## src/design/ilo_pkg.sv

```systemverilog
// Package for the indexed literal offset operand address generator
package ilo_pkg;
    // Data space width and bounds
    localparam int ADDR_W = 12;
    localparam logic [11:0] ADDR_MAX = 12'hFFF;
    // Highest short operand that becomes a pointer offset
    localparam logic [7:0] OFFSET_LIMIT = 8'h5F;
    // Access Bank: low part at bank 0, high part at bank F
    localparam logic [3:0] ACCESS_HI_BANK = 4'hF;
    // Bank field position within the bank select register
    localparam int BANK_LSB = 0;
    localparam int BANK_MSB = 3;
    // Reset values
    localparam logic [7:0] BANK_RST = 8'h00;
    localparam logic [11:0] PTR_RST = 12'h000;
    localparam logic [11:0] ADDR_RST = 12'h000;
    // Number of extra instructions unlocked by the extension
    localparam int EXT_INSN_COUNT = 8;

    typedef enum logic [2:0] {
        ILO_LITERAL_ACCESS = 3'b001,
        ILO_LITERAL_BANKED = 3'b010,
        ILO_POINTER_OFFSET = 3'b100
    } ilo_mode_t;
endpackage

```

## src/design/ilo_addr_gen.sv

```systemverilog
// Operand address generator for byte and bit oriented instructions
`timescale 1ns/100ps
module ilo_addr_gen
    import ilo_pkg::*;
(
    // Clock, reset, enable
    input wire logic mclk,
    input wire logic arst_n,
    input wire logic clk_en,
    // Configuration
    input wire logic ext_enable,
    // Bank select register load
    input wire logic bank_load,
    input wire logic [7:0] bank_wdata,
    // Stack frame pointer load
    input wire logic ptr_load,
    input wire logic [11:0] ptr_wdata,
    // Decoded operand
    input wire logic op_valid,
    input wire logic op_has_access,
    input wire logic [7:0] op_file,
    input wire logic op_access_sel,
    input wire logic op_dest,
    input wire logic op_is_ext,
    // Results
    output logic addr_valid,
    output logic [11:0] data_addr,
    output logic dest_to_file,
    output logic offset_used,
    output logic ext_insn_ok,
    output logic [7:0] bank_select_reg,
    output logic [11:0] stack_frame_pointer
);
    logic rst_s1_r;
    logic rst_s2_r;
    logic rst_n;
    logic take;
    ilo_mode_t mode_nxt;
    logic [11:0] addr_nxt;

    // Reset released through two flops so every register leaves reset on
    // the same edge; the synchroniser ignores clk_en so that a frozen core
    // still comes out of reset
    always_ff @(posedge mclk or negedge arst_n) begin
        if (!arst_n) begin
            rst_s1_r <= 1'b0;
        end else begin
            rst_s1_r <= 1'b1;
        end
    end

    always_ff @(posedge mclk or negedge arst_n) begin
        if (!arst_n) begin
            rst_s2_r <= 1'b0;
        end else begin
            rst_s2_r <= rst_s1_r;
        end
    end

    assign rst_n = rst_s2_r;

    // Operand lies in the low, offset-capable part of the Access Bank
    function automatic logic is_short(
        input logic [7:0] f
    );
        is_short = (f <= OFFSET_LIMIT);
    endfunction

    // Operand in Access Bank: low part (up to OFFSET_LIMIT) from bank 0, rest from bank F
    function automatic logic [11:0] access_addr(
        input logic [7:0] f
    );
        if (is_short(f)) begin
            access_addr = {4'h0, f};
        end else begin
            access_addr = {ACCESS_HI_BANK, f};
        end
    endfunction

    // Banked operand; only the implemented bank field takes part
    function automatic logic [11:0] banked_addr(
        input logic [7:0] bank,
        input logic [7:0] f
    );
        banked_addr = {bank[BANK_MSB:BANK_LSB], f};
    endfunction

    // Pointer plus offset wraps at the data space top; the carry is
    // dropped rather than flagged, as a stack near FFFh is a user error
    function automatic logic [11:0] offset_addr(
        input logic [11:0] ptr,
        input logic [7:0] f
    );
        offset_addr = ADDR_W'(ptr + {4'h0, f});
    endfunction

    // One decode serves every byte and bit instruction with an a bit, so
    // no opcode can slip past the translation
    function automatic ilo_mode_t pick_mode(
        input logic ext,
        input logic a,
        input logic [7:0] f
    );
        if (!a && ext && is_short(f)) begin
            pick_mode = ILO_POINTER_OFFSET;
        end else if (!a) begin
            pick_mode = ILO_LITERAL_ACCESS;
        end else begin
            pick_mode = ILO_LITERAL_BANKED;
        end
    endfunction

    // Operand accepted on this edge
    function automatic logic op_taken(
        input logic en,
        input logic vld,
        input logic has_a
    );
        op_taken = en && vld && has_a;
    endfunction

    assign take = op_taken(clk_en, op_valid, op_has_access);

    // Bank select register; high nibble is never stored
    always_ff @(posedge mclk or negedge rst_n) begin
        if (!rst_n) begin
            bank_select_reg <= BANK_RST;
        end else if (clk_en && bank_load) begin
            bank_select_reg <= {4'h0, bank_wdata[BANK_MSB:BANK_LSB]};
        end
    end

    // Stack frame pointer; a same-edge load is seen by the next operand
    always_ff @(posedge mclk or negedge rst_n) begin
        if (!rst_n) begin
            stack_frame_pointer <= PTR_RST;
        end else if (clk_en && ptr_load) begin
            stack_frame_pointer <= ptr_wdata;
        end
    end

    always_comb begin
        mode_nxt = pick_mode(ext_enable, op_access_sel, op_file);
    end

    // Pointer zero yields exactly the Access RAM low-part address
    always_comb begin
        case (mode_nxt)
            ILO_POINTER_OFFSET: begin
                addr_nxt = offset_addr(stack_frame_pointer, op_file);
            end
            ILO_LITERAL_ACCESS: begin
                addr_nxt = access_addr(op_file);
            end
            ILO_LITERAL_BANKED: begin
                addr_nxt = banked_addr(bank_select_reg, op_file);
            end
            default: begin
                addr_nxt = ADDR_RST;
            end
        endcase
    end

    // Strobe per accepted operand, lasting one clk_en-enabled cycle
    always_ff @(posedge mclk or negedge rst_n) begin
        if (!rst_n) begin
            addr_valid <= 1'b0;
        end else if (clk_en) begin
            addr_valid <= take;
        end
    end

    // Address holds until the next accepted operand; 12 bits by type
    always_ff @(posedge mclk or negedge rst_n) begin
        if (!rst_n) begin
            data_addr <= ADDR_RST;
        end else if (take) begin
            data_addr <= addr_nxt;
        end
    end

    always_ff @(posedge mclk or negedge rst_n) begin
        if (!rst_n) begin
            offset_used <= 1'b0;
        end else if (take) begin
            offset_used <= (mode_nxt == ILO_POINTER_OFFSET);
        end
    end

    // Destination bit passes through unaltered by the addressing mode
    always_ff @(posedge mclk or negedge rst_n) begin
        if (!rst_n) begin
            dest_to_file <= 1'b0;
        end else if (take) begin
            dest_to_file <= op_dest;
        end
    end

    // Extended opcodes decode only under the same single enable
    always_ff @(posedge mclk or negedge rst_n) begin
        if (!rst_n) begin
            ext_insn_ok <= 1'b0;
        end else if (clk_en) begin
            ext_insn_ok <= op_valid && op_is_ext && ext_enable;
        end
    end

endmodule

```

## config.mk

```make
export PLATFORM = sky130hd
export DESIGN_NAME = ilo_addr_gen
export DESIGN_NICKNAME = d
export VERILOG_FILES = /design/src/design/ilo_pkg.sv /design/src/design/ilo_addr_gen.sv
export SDC_FILE = /design/constraint.sdc
export NUM_CORES = 1
export LEC_CHECK = 0
export BUFFER_PORTS_ARGS = -buffer_cell sky130_fd_sc_hd__buf_4
export CORE_AREA = 2 2 68 70
export CTS_CLUSTER_SIZE = 20
export DETAILED_ROUTE_END_ITERATION = 8
export DIE_AREA = 0 0 70 72
export PLACE_DENSITY = 0.71
export SLEW_MARGIN = 20
export SYNTH_ARGS = -nofsm -noshare
export SYNTH_HDL_FRONTEND = slang
export SYNTH_SLANG_ARGS = --single-unit
```

## constraint.sdc

```tcl
create_clock -name mclk -period 1.3 [get_ports mclk]
set_input_delay 0.13 -clock mclk [delete_from_list [all_inputs] [get_ports mclk]]
set_output_delay 0.13 -clock mclk [all_outputs]
set_load 0.03 [all_outputs]
```

# Yosys cells after proc, flatten, opt, wreduce, memory -nomap -nowiden
# Cells that the tools add are included.
[classes]
n_lt_le_gt_ge = 1
eq_ne = 3
reduce_logical = 9
add_sub_neg = 1
mux = 4
[op_table]
columns = ["operator", "count"]
rows = [
  ["12-bit case mux with 3 select lines", 1],
  ["12-bit by 8-bit adder with 12-bit output", 1],
  ["12-bit two-way mux", 1],
  ["8-bit by 7-bit <= comparator with 1-bit output, second input constant", 1],
  ["1-bit logical AND", 8],
  ["3-bit by 1-bit == test with 1-bit output, second input constant", 1],
  ["3-bit by 2-bit == test with 1-bit output, second input constant", 1],
  ["3-bit == test, second input constant", 1],
  ["3-bit two-way mux", 1],
  ["2-bit two-way mux", 1],
  ["1-bit logical NOT", 1],
]
[word_totals]
elab_cells = 27
output_inout_bits = 36
ff_bits = 34

# Logic depth before layout (Yosys ltp)
[logic_depth]
depth_word = 6
mapped_depth = 9
ltp_nobuf = 9

# Worst setup path after synthesis
# OpenSTA, ideal clock, no wires.
[synth_timing]
path_kind = "reg-to-reg"
startpoint = "reg stack_frame_pointer[0]"
endpoint = "reg data_addr[8]"
setup_slack_ns = -0.893
path_stages_with_launch = 10
period_less_slack_ns = 2.193
t_arrival_ns = 2.127
path_cell_list = "dfrtp_1 ha_1 inv_1 fa_1 nor2b_4 o31a_1 o2111ai_2 a2111oi_2 a31oi_1 nand2_1"
[synth_via]
elab_chain_cells = 2
[synth_lines]
columns = ["item", "line", "source"]
rows = [
  ["from (decl)", "ilo_addr_gen.sv:32", "output logic [11:0] stack_frame_pointer"],
  ["from (signal assigned)", "ilo_addr_gen.sv:138", "stack_frame_pointer <= ptr_wdata;"],
  ["12-bit by 8-bit adder with 12-bit output", "ilo_addr_gen.sv:94", "offset_addr = ADDR_W'(ptr + {4'h0, f});"],
  ["12-bit case mux with 3 select lines", "ilo_addr_gen.sv:148", "case (mode_nxt)"],
  ["to (signal assigned)", "ilo_addr_gen.sv:178", "data_addr <= addr_nxt;"],
  ["to (decl)", "ilo_addr_gen.sv:27", "output logic [11:0] data_addr,"],
]
# No other way between the ends.
# A chain may end at the register's enable or synchronous reset.

# Worst setup path after layout
# Same ends and word-level chain as after synthesis.

==> results.toml <==
[clock_network]
skew_pair_late_insertion_delay_ns = 0.29
root_buffer = "sky130_fd_sc_hd__clkbuf_8"
clock-sinks = 34
max-clock-path-buffers = 2
cts_tree = "built"
cts_inserted_buffers = 5
path_clk_slew_ns = 0.07
cts_max_level = 2

[sta]
fmaxAchievable_mhz = 523
post-route-period-util_pct = 147
fin_hold_ws_ns = 0.0320
period_needed_ns = 1.91
setup_repair_after_global_routing_missed_its_margin = "true"
hold_viol = 0
finalWorstSetupSlack_ns = -0.613
timing.setup.tns_ns = -4.60
maxSlewViolCount = 0
timing.clock.skew_ns = 0.00441
finalSetupViolCount = 11

[yosys]
sequential_fraction_of_the_synthesis_area_pct = 45.6
synth_largest_area_cell = "sky130_fd_sc_hd__dfrtp_1"
synth.ff_latch_count = 34
ys_warn_count = 0
synthesis.area_mm2 = 0.00186
yosys-top-cells-count = "sky130_fd_sc_hd__dfrtp_1 (34), sky130_fd_sc_hd__nand2_1 (22), sky130_fd_sc_hd__mux2_2 (16)"
synth_top_area_share_pct = 45.6
synth_edf_count = 0
synth.most_common_cell = "sky130_fd_sc_hd__dfrtp_1"
synth_top_cells_by_area = "sky130_fd_sc_hd__dfrtp_1 (46%), sky130_fd_sc_hd__mux2_2 (9.7%), sky130_fd_sc_hd__ha_1 (5.4%)"
yosys_most_used_dff = "sky130_fd_sc_hd__dfrtp_1"
syn-mean-instance-area_um2 = 10.2
async_reset_ff_share_pct = 100
postSynthCellCount = 182
yosys.cell_types.count = 40

[worst_setup_path]
timing.rr.start = "stack_frame_pointer[0]"
largest_fanout_on_the_critical_path = 3
timing.critical_path.from_type = "flip-flop"
critical_path.endpoint_type = "flip-flop"
cp_top_family = "compound AO/OA/AOI/OAI gates"
crit_arrival_ns = 2.14
critical_path.cell_chain = "ha_4 -> inv_2 -> fa_2 -> nor2b_4 -> o31a_1 -> o2111ai_2 -> a2111oi_2 -> a31oi_1 -> nand2_1"
crit_type = "reg2reg"
critical_path.max_stage_delay_ns = 0.38
worstSetupStartpoint = "stack_frame_pointer[0]"
cp_num_buf_inv = 1
crit_path_top_delay_cell = "sky130_fd_sc_hd__dfrtp_2"
worst_ep_required_time_ns = 1.52

[floorplan]
design.die.area_mm2 = 0.00504
fp-row-count = 24
chipHeight_um = 72
ioPinCount = 75
dieWidth_um = 70
core_region_area_mm2 = 0.00426
start_util_pct = 43.7

[power_and_ir_drop]
total_power_consumption_of_the_routed_design_mw = 3.91
internal_power_mw = 2.56
clock_power_share_pct = 23.4
netSwitchingFraction_pct = 34.6
vdd_drop_max_uv = 672
power_frac_comb_pct = 42.2
net_switching_mw = 1.35
power_density_mw_per_mm2 = 1320
seqPwrFrac_pct = 34.4
leakage_nw = 1.37

[routing]
first_pass_iters = 4
dr_total_vias = 1715
wl_um = 4560
route.antenna.remaining_nets = 0
route.detailed.vias_per_inst = 5.03
detailedRoute.firstIterationViolations = 58
avgRoutedWirePerCell_um = 13.4
detail_route.drc_violations = 0

[final_layout]
final_net_count = 336
drive_above_1_share_pct = 56.1
area_growth_pct = 58.7
nFillCells = 335
multi_input_comb_area_mm2 = 0.00110
n_antenna_cell = 0
finalInstanceArea_mm2 = 0.00296
layout.core_utilization_pct = 69.4
ff_latch_area_um2 = 858
layoutNonFillerInstCount = 341

[run_status]
violated_checks = "negative setup slack"
status = "finished with violations"

[placement]
place_congestion = 0.884
buffer_ports.inserted = 66
detailed_place.area_mm2 = 0.00279
detailedPlacementHpwl_um = 3560
pre_cts_slack_ns = -0.586
place.detailed.instances = 330

[global_route]
grt_first_pass_wirelength_um = 7660
grt.overflow.total = 0
antenna_found_initial = 0
grt_max_degree = 33
first_global_vias = 1734
total_routing_usage_reported_by_global_routing_pct = 19.1

[worst_hold_path]
critical_hold_path_startpoint = "op_dest"
hold_path.class = "in2reg"

[run]
max_cap_violations = 0
power by group through the flow:
stage / sequential, mW / clock [mW] / combinational [mW]
after floorplan: 1.69 / 0 / 0.599
after global placement: 1.36 / 0 / 1.57
after detailed placement: 1.37 / 0 / 1.59
after CTS: 1.35 / 0.949 / 1.64
after global routing: 1.37 / 0.988 / 1.77
final: 1.35 / 0.917 / 1.65
layout by cell type, fill, tap and decap left out, types with 2 or more instances in the layout:
cell type,Yosys,layout
sky130_fd_sc_hd__clkbuf_8,0,8
sky130_fd_sc_hd__o21a_1,2,2
sky130_fd_sc_hd__nand2_1,22,22
sky130_fd_sc_hd__nand4_1,2,2
sky130_fd_sc_hd__nand3_1,2,2
sky130_fd_sc_hd__o21ai_1,8,8
sky130_fd_sc_hd__dfrtp_2,0,6
sky130_fd_sc_hd__mux2_2,16,16
sky130_fd_sc_hd__xnor2_1,3,3
sky130_fd_sc_hd__nor2_1,4,2
sky130_fd_sc_hd__o21ai_0,5,4
sky130_fd_sc_hd__ha_4,0,8
sky130_fd_sc_hd__inv_1,7,6
sky130_fd_sc_hd__nor2b_1,6,6
sky130_fd_sc_hd__a21oi_2,0,3
sky130_fd_sc_hd__nor3_1,11,10
sky130_fd_sc_hd__a211oi_2,2,2
sky130_fd_sc_hd__buf_4,4,105
sky130_fd_sc_hd__a21oi_1,13,9
sky130_fd_sc_hd__and3_1,3,3
sky130_fd_sc_hd__a31oi_1,3,3
sky130_fd_sc_hd__nor2_2,0,2
sky130_fd_sc_hd__mux2i_1,3,3
sky130_fd_sc_hd__dfrtp_1,34,28
sky130_fd_sc_hd__conb_1,2,5
kinds of logic after synthesis:
logic type	Yosys count	share of synthesized area (%)
compound gates	43	15.3
xor+xnor	4	1.88
fa+ha+maj	9	6.44
buf+inv	17	4.77
flops	34	45.6
mux	19	11.3
other cells	2	0.403
simple gates	54	14.3
worst register-to-register path: stages (launching register included):
cell and delay [ns]:
sky130_fd_sc_hd__dfrtp_2 0.38, sky130_fd_sc_hd__ha_4 0.14, sky130_fd_sc_hd__inv_2 0.03, sky130_fd_sc_hd__fa_2 0.35
sky130_fd_sc_hd__nor2b_4 0.12, sky130_fd_sc_hd__o31a_1 0.16, sky130_fd_sc_hd__o2111ai_2 0.17, sky130_fd_sc_hd__a2111oi_2 0.33
sky130_fd_sc_hd__a31oi_1 0.08, sky130_fd_sc_hd__nand2_1 0.09
area by class of cell:
type	instances	area share [%]
clock buffer	8	3.72
inverter	7	0.888
multi-input combinational	134	37.2
sequential	34	29.0
tap	52	2.20
timing repair buffer	106	27.0
path summary, 6_finish.rpt:
kind                                           to  slack [ns]  depth (start not counted)
max in group asynchronous  stack_frame_pointer[2]        0.72                          1
setup reg to reg                     data_addr[8]       -0.61                          9
hold / removal                       dest_to_file        0.03                          3
hold reg to reg                     data_addr[10]        0.26                          1
setup / recovery                     data_addr[8]       -0.61                          9
min in group asynchronous                   rst_n        0.17                          2
layer usage:
metal	GRT usage, %	vias up	routed length (um)	share of wire (%)
li1	-	854	-	-
met1	24.5	801	2030	44
met2	31.7	51	2210	48
met3	4.31	9	236	5.2
met4	7.26	0	87	1.9
met5	0	-	0	0
timing repair:
action                     in CTS  in global routing
pin swaps                      11                  5
hold buffers                    1                  0
hold endpoints to repair        2                  0
setup buffers                   2                  0
setup endpoints to repair      11                 11
gates resized for setup         3                  5
No activity file was read; power rests on OpenSTA's default activity.
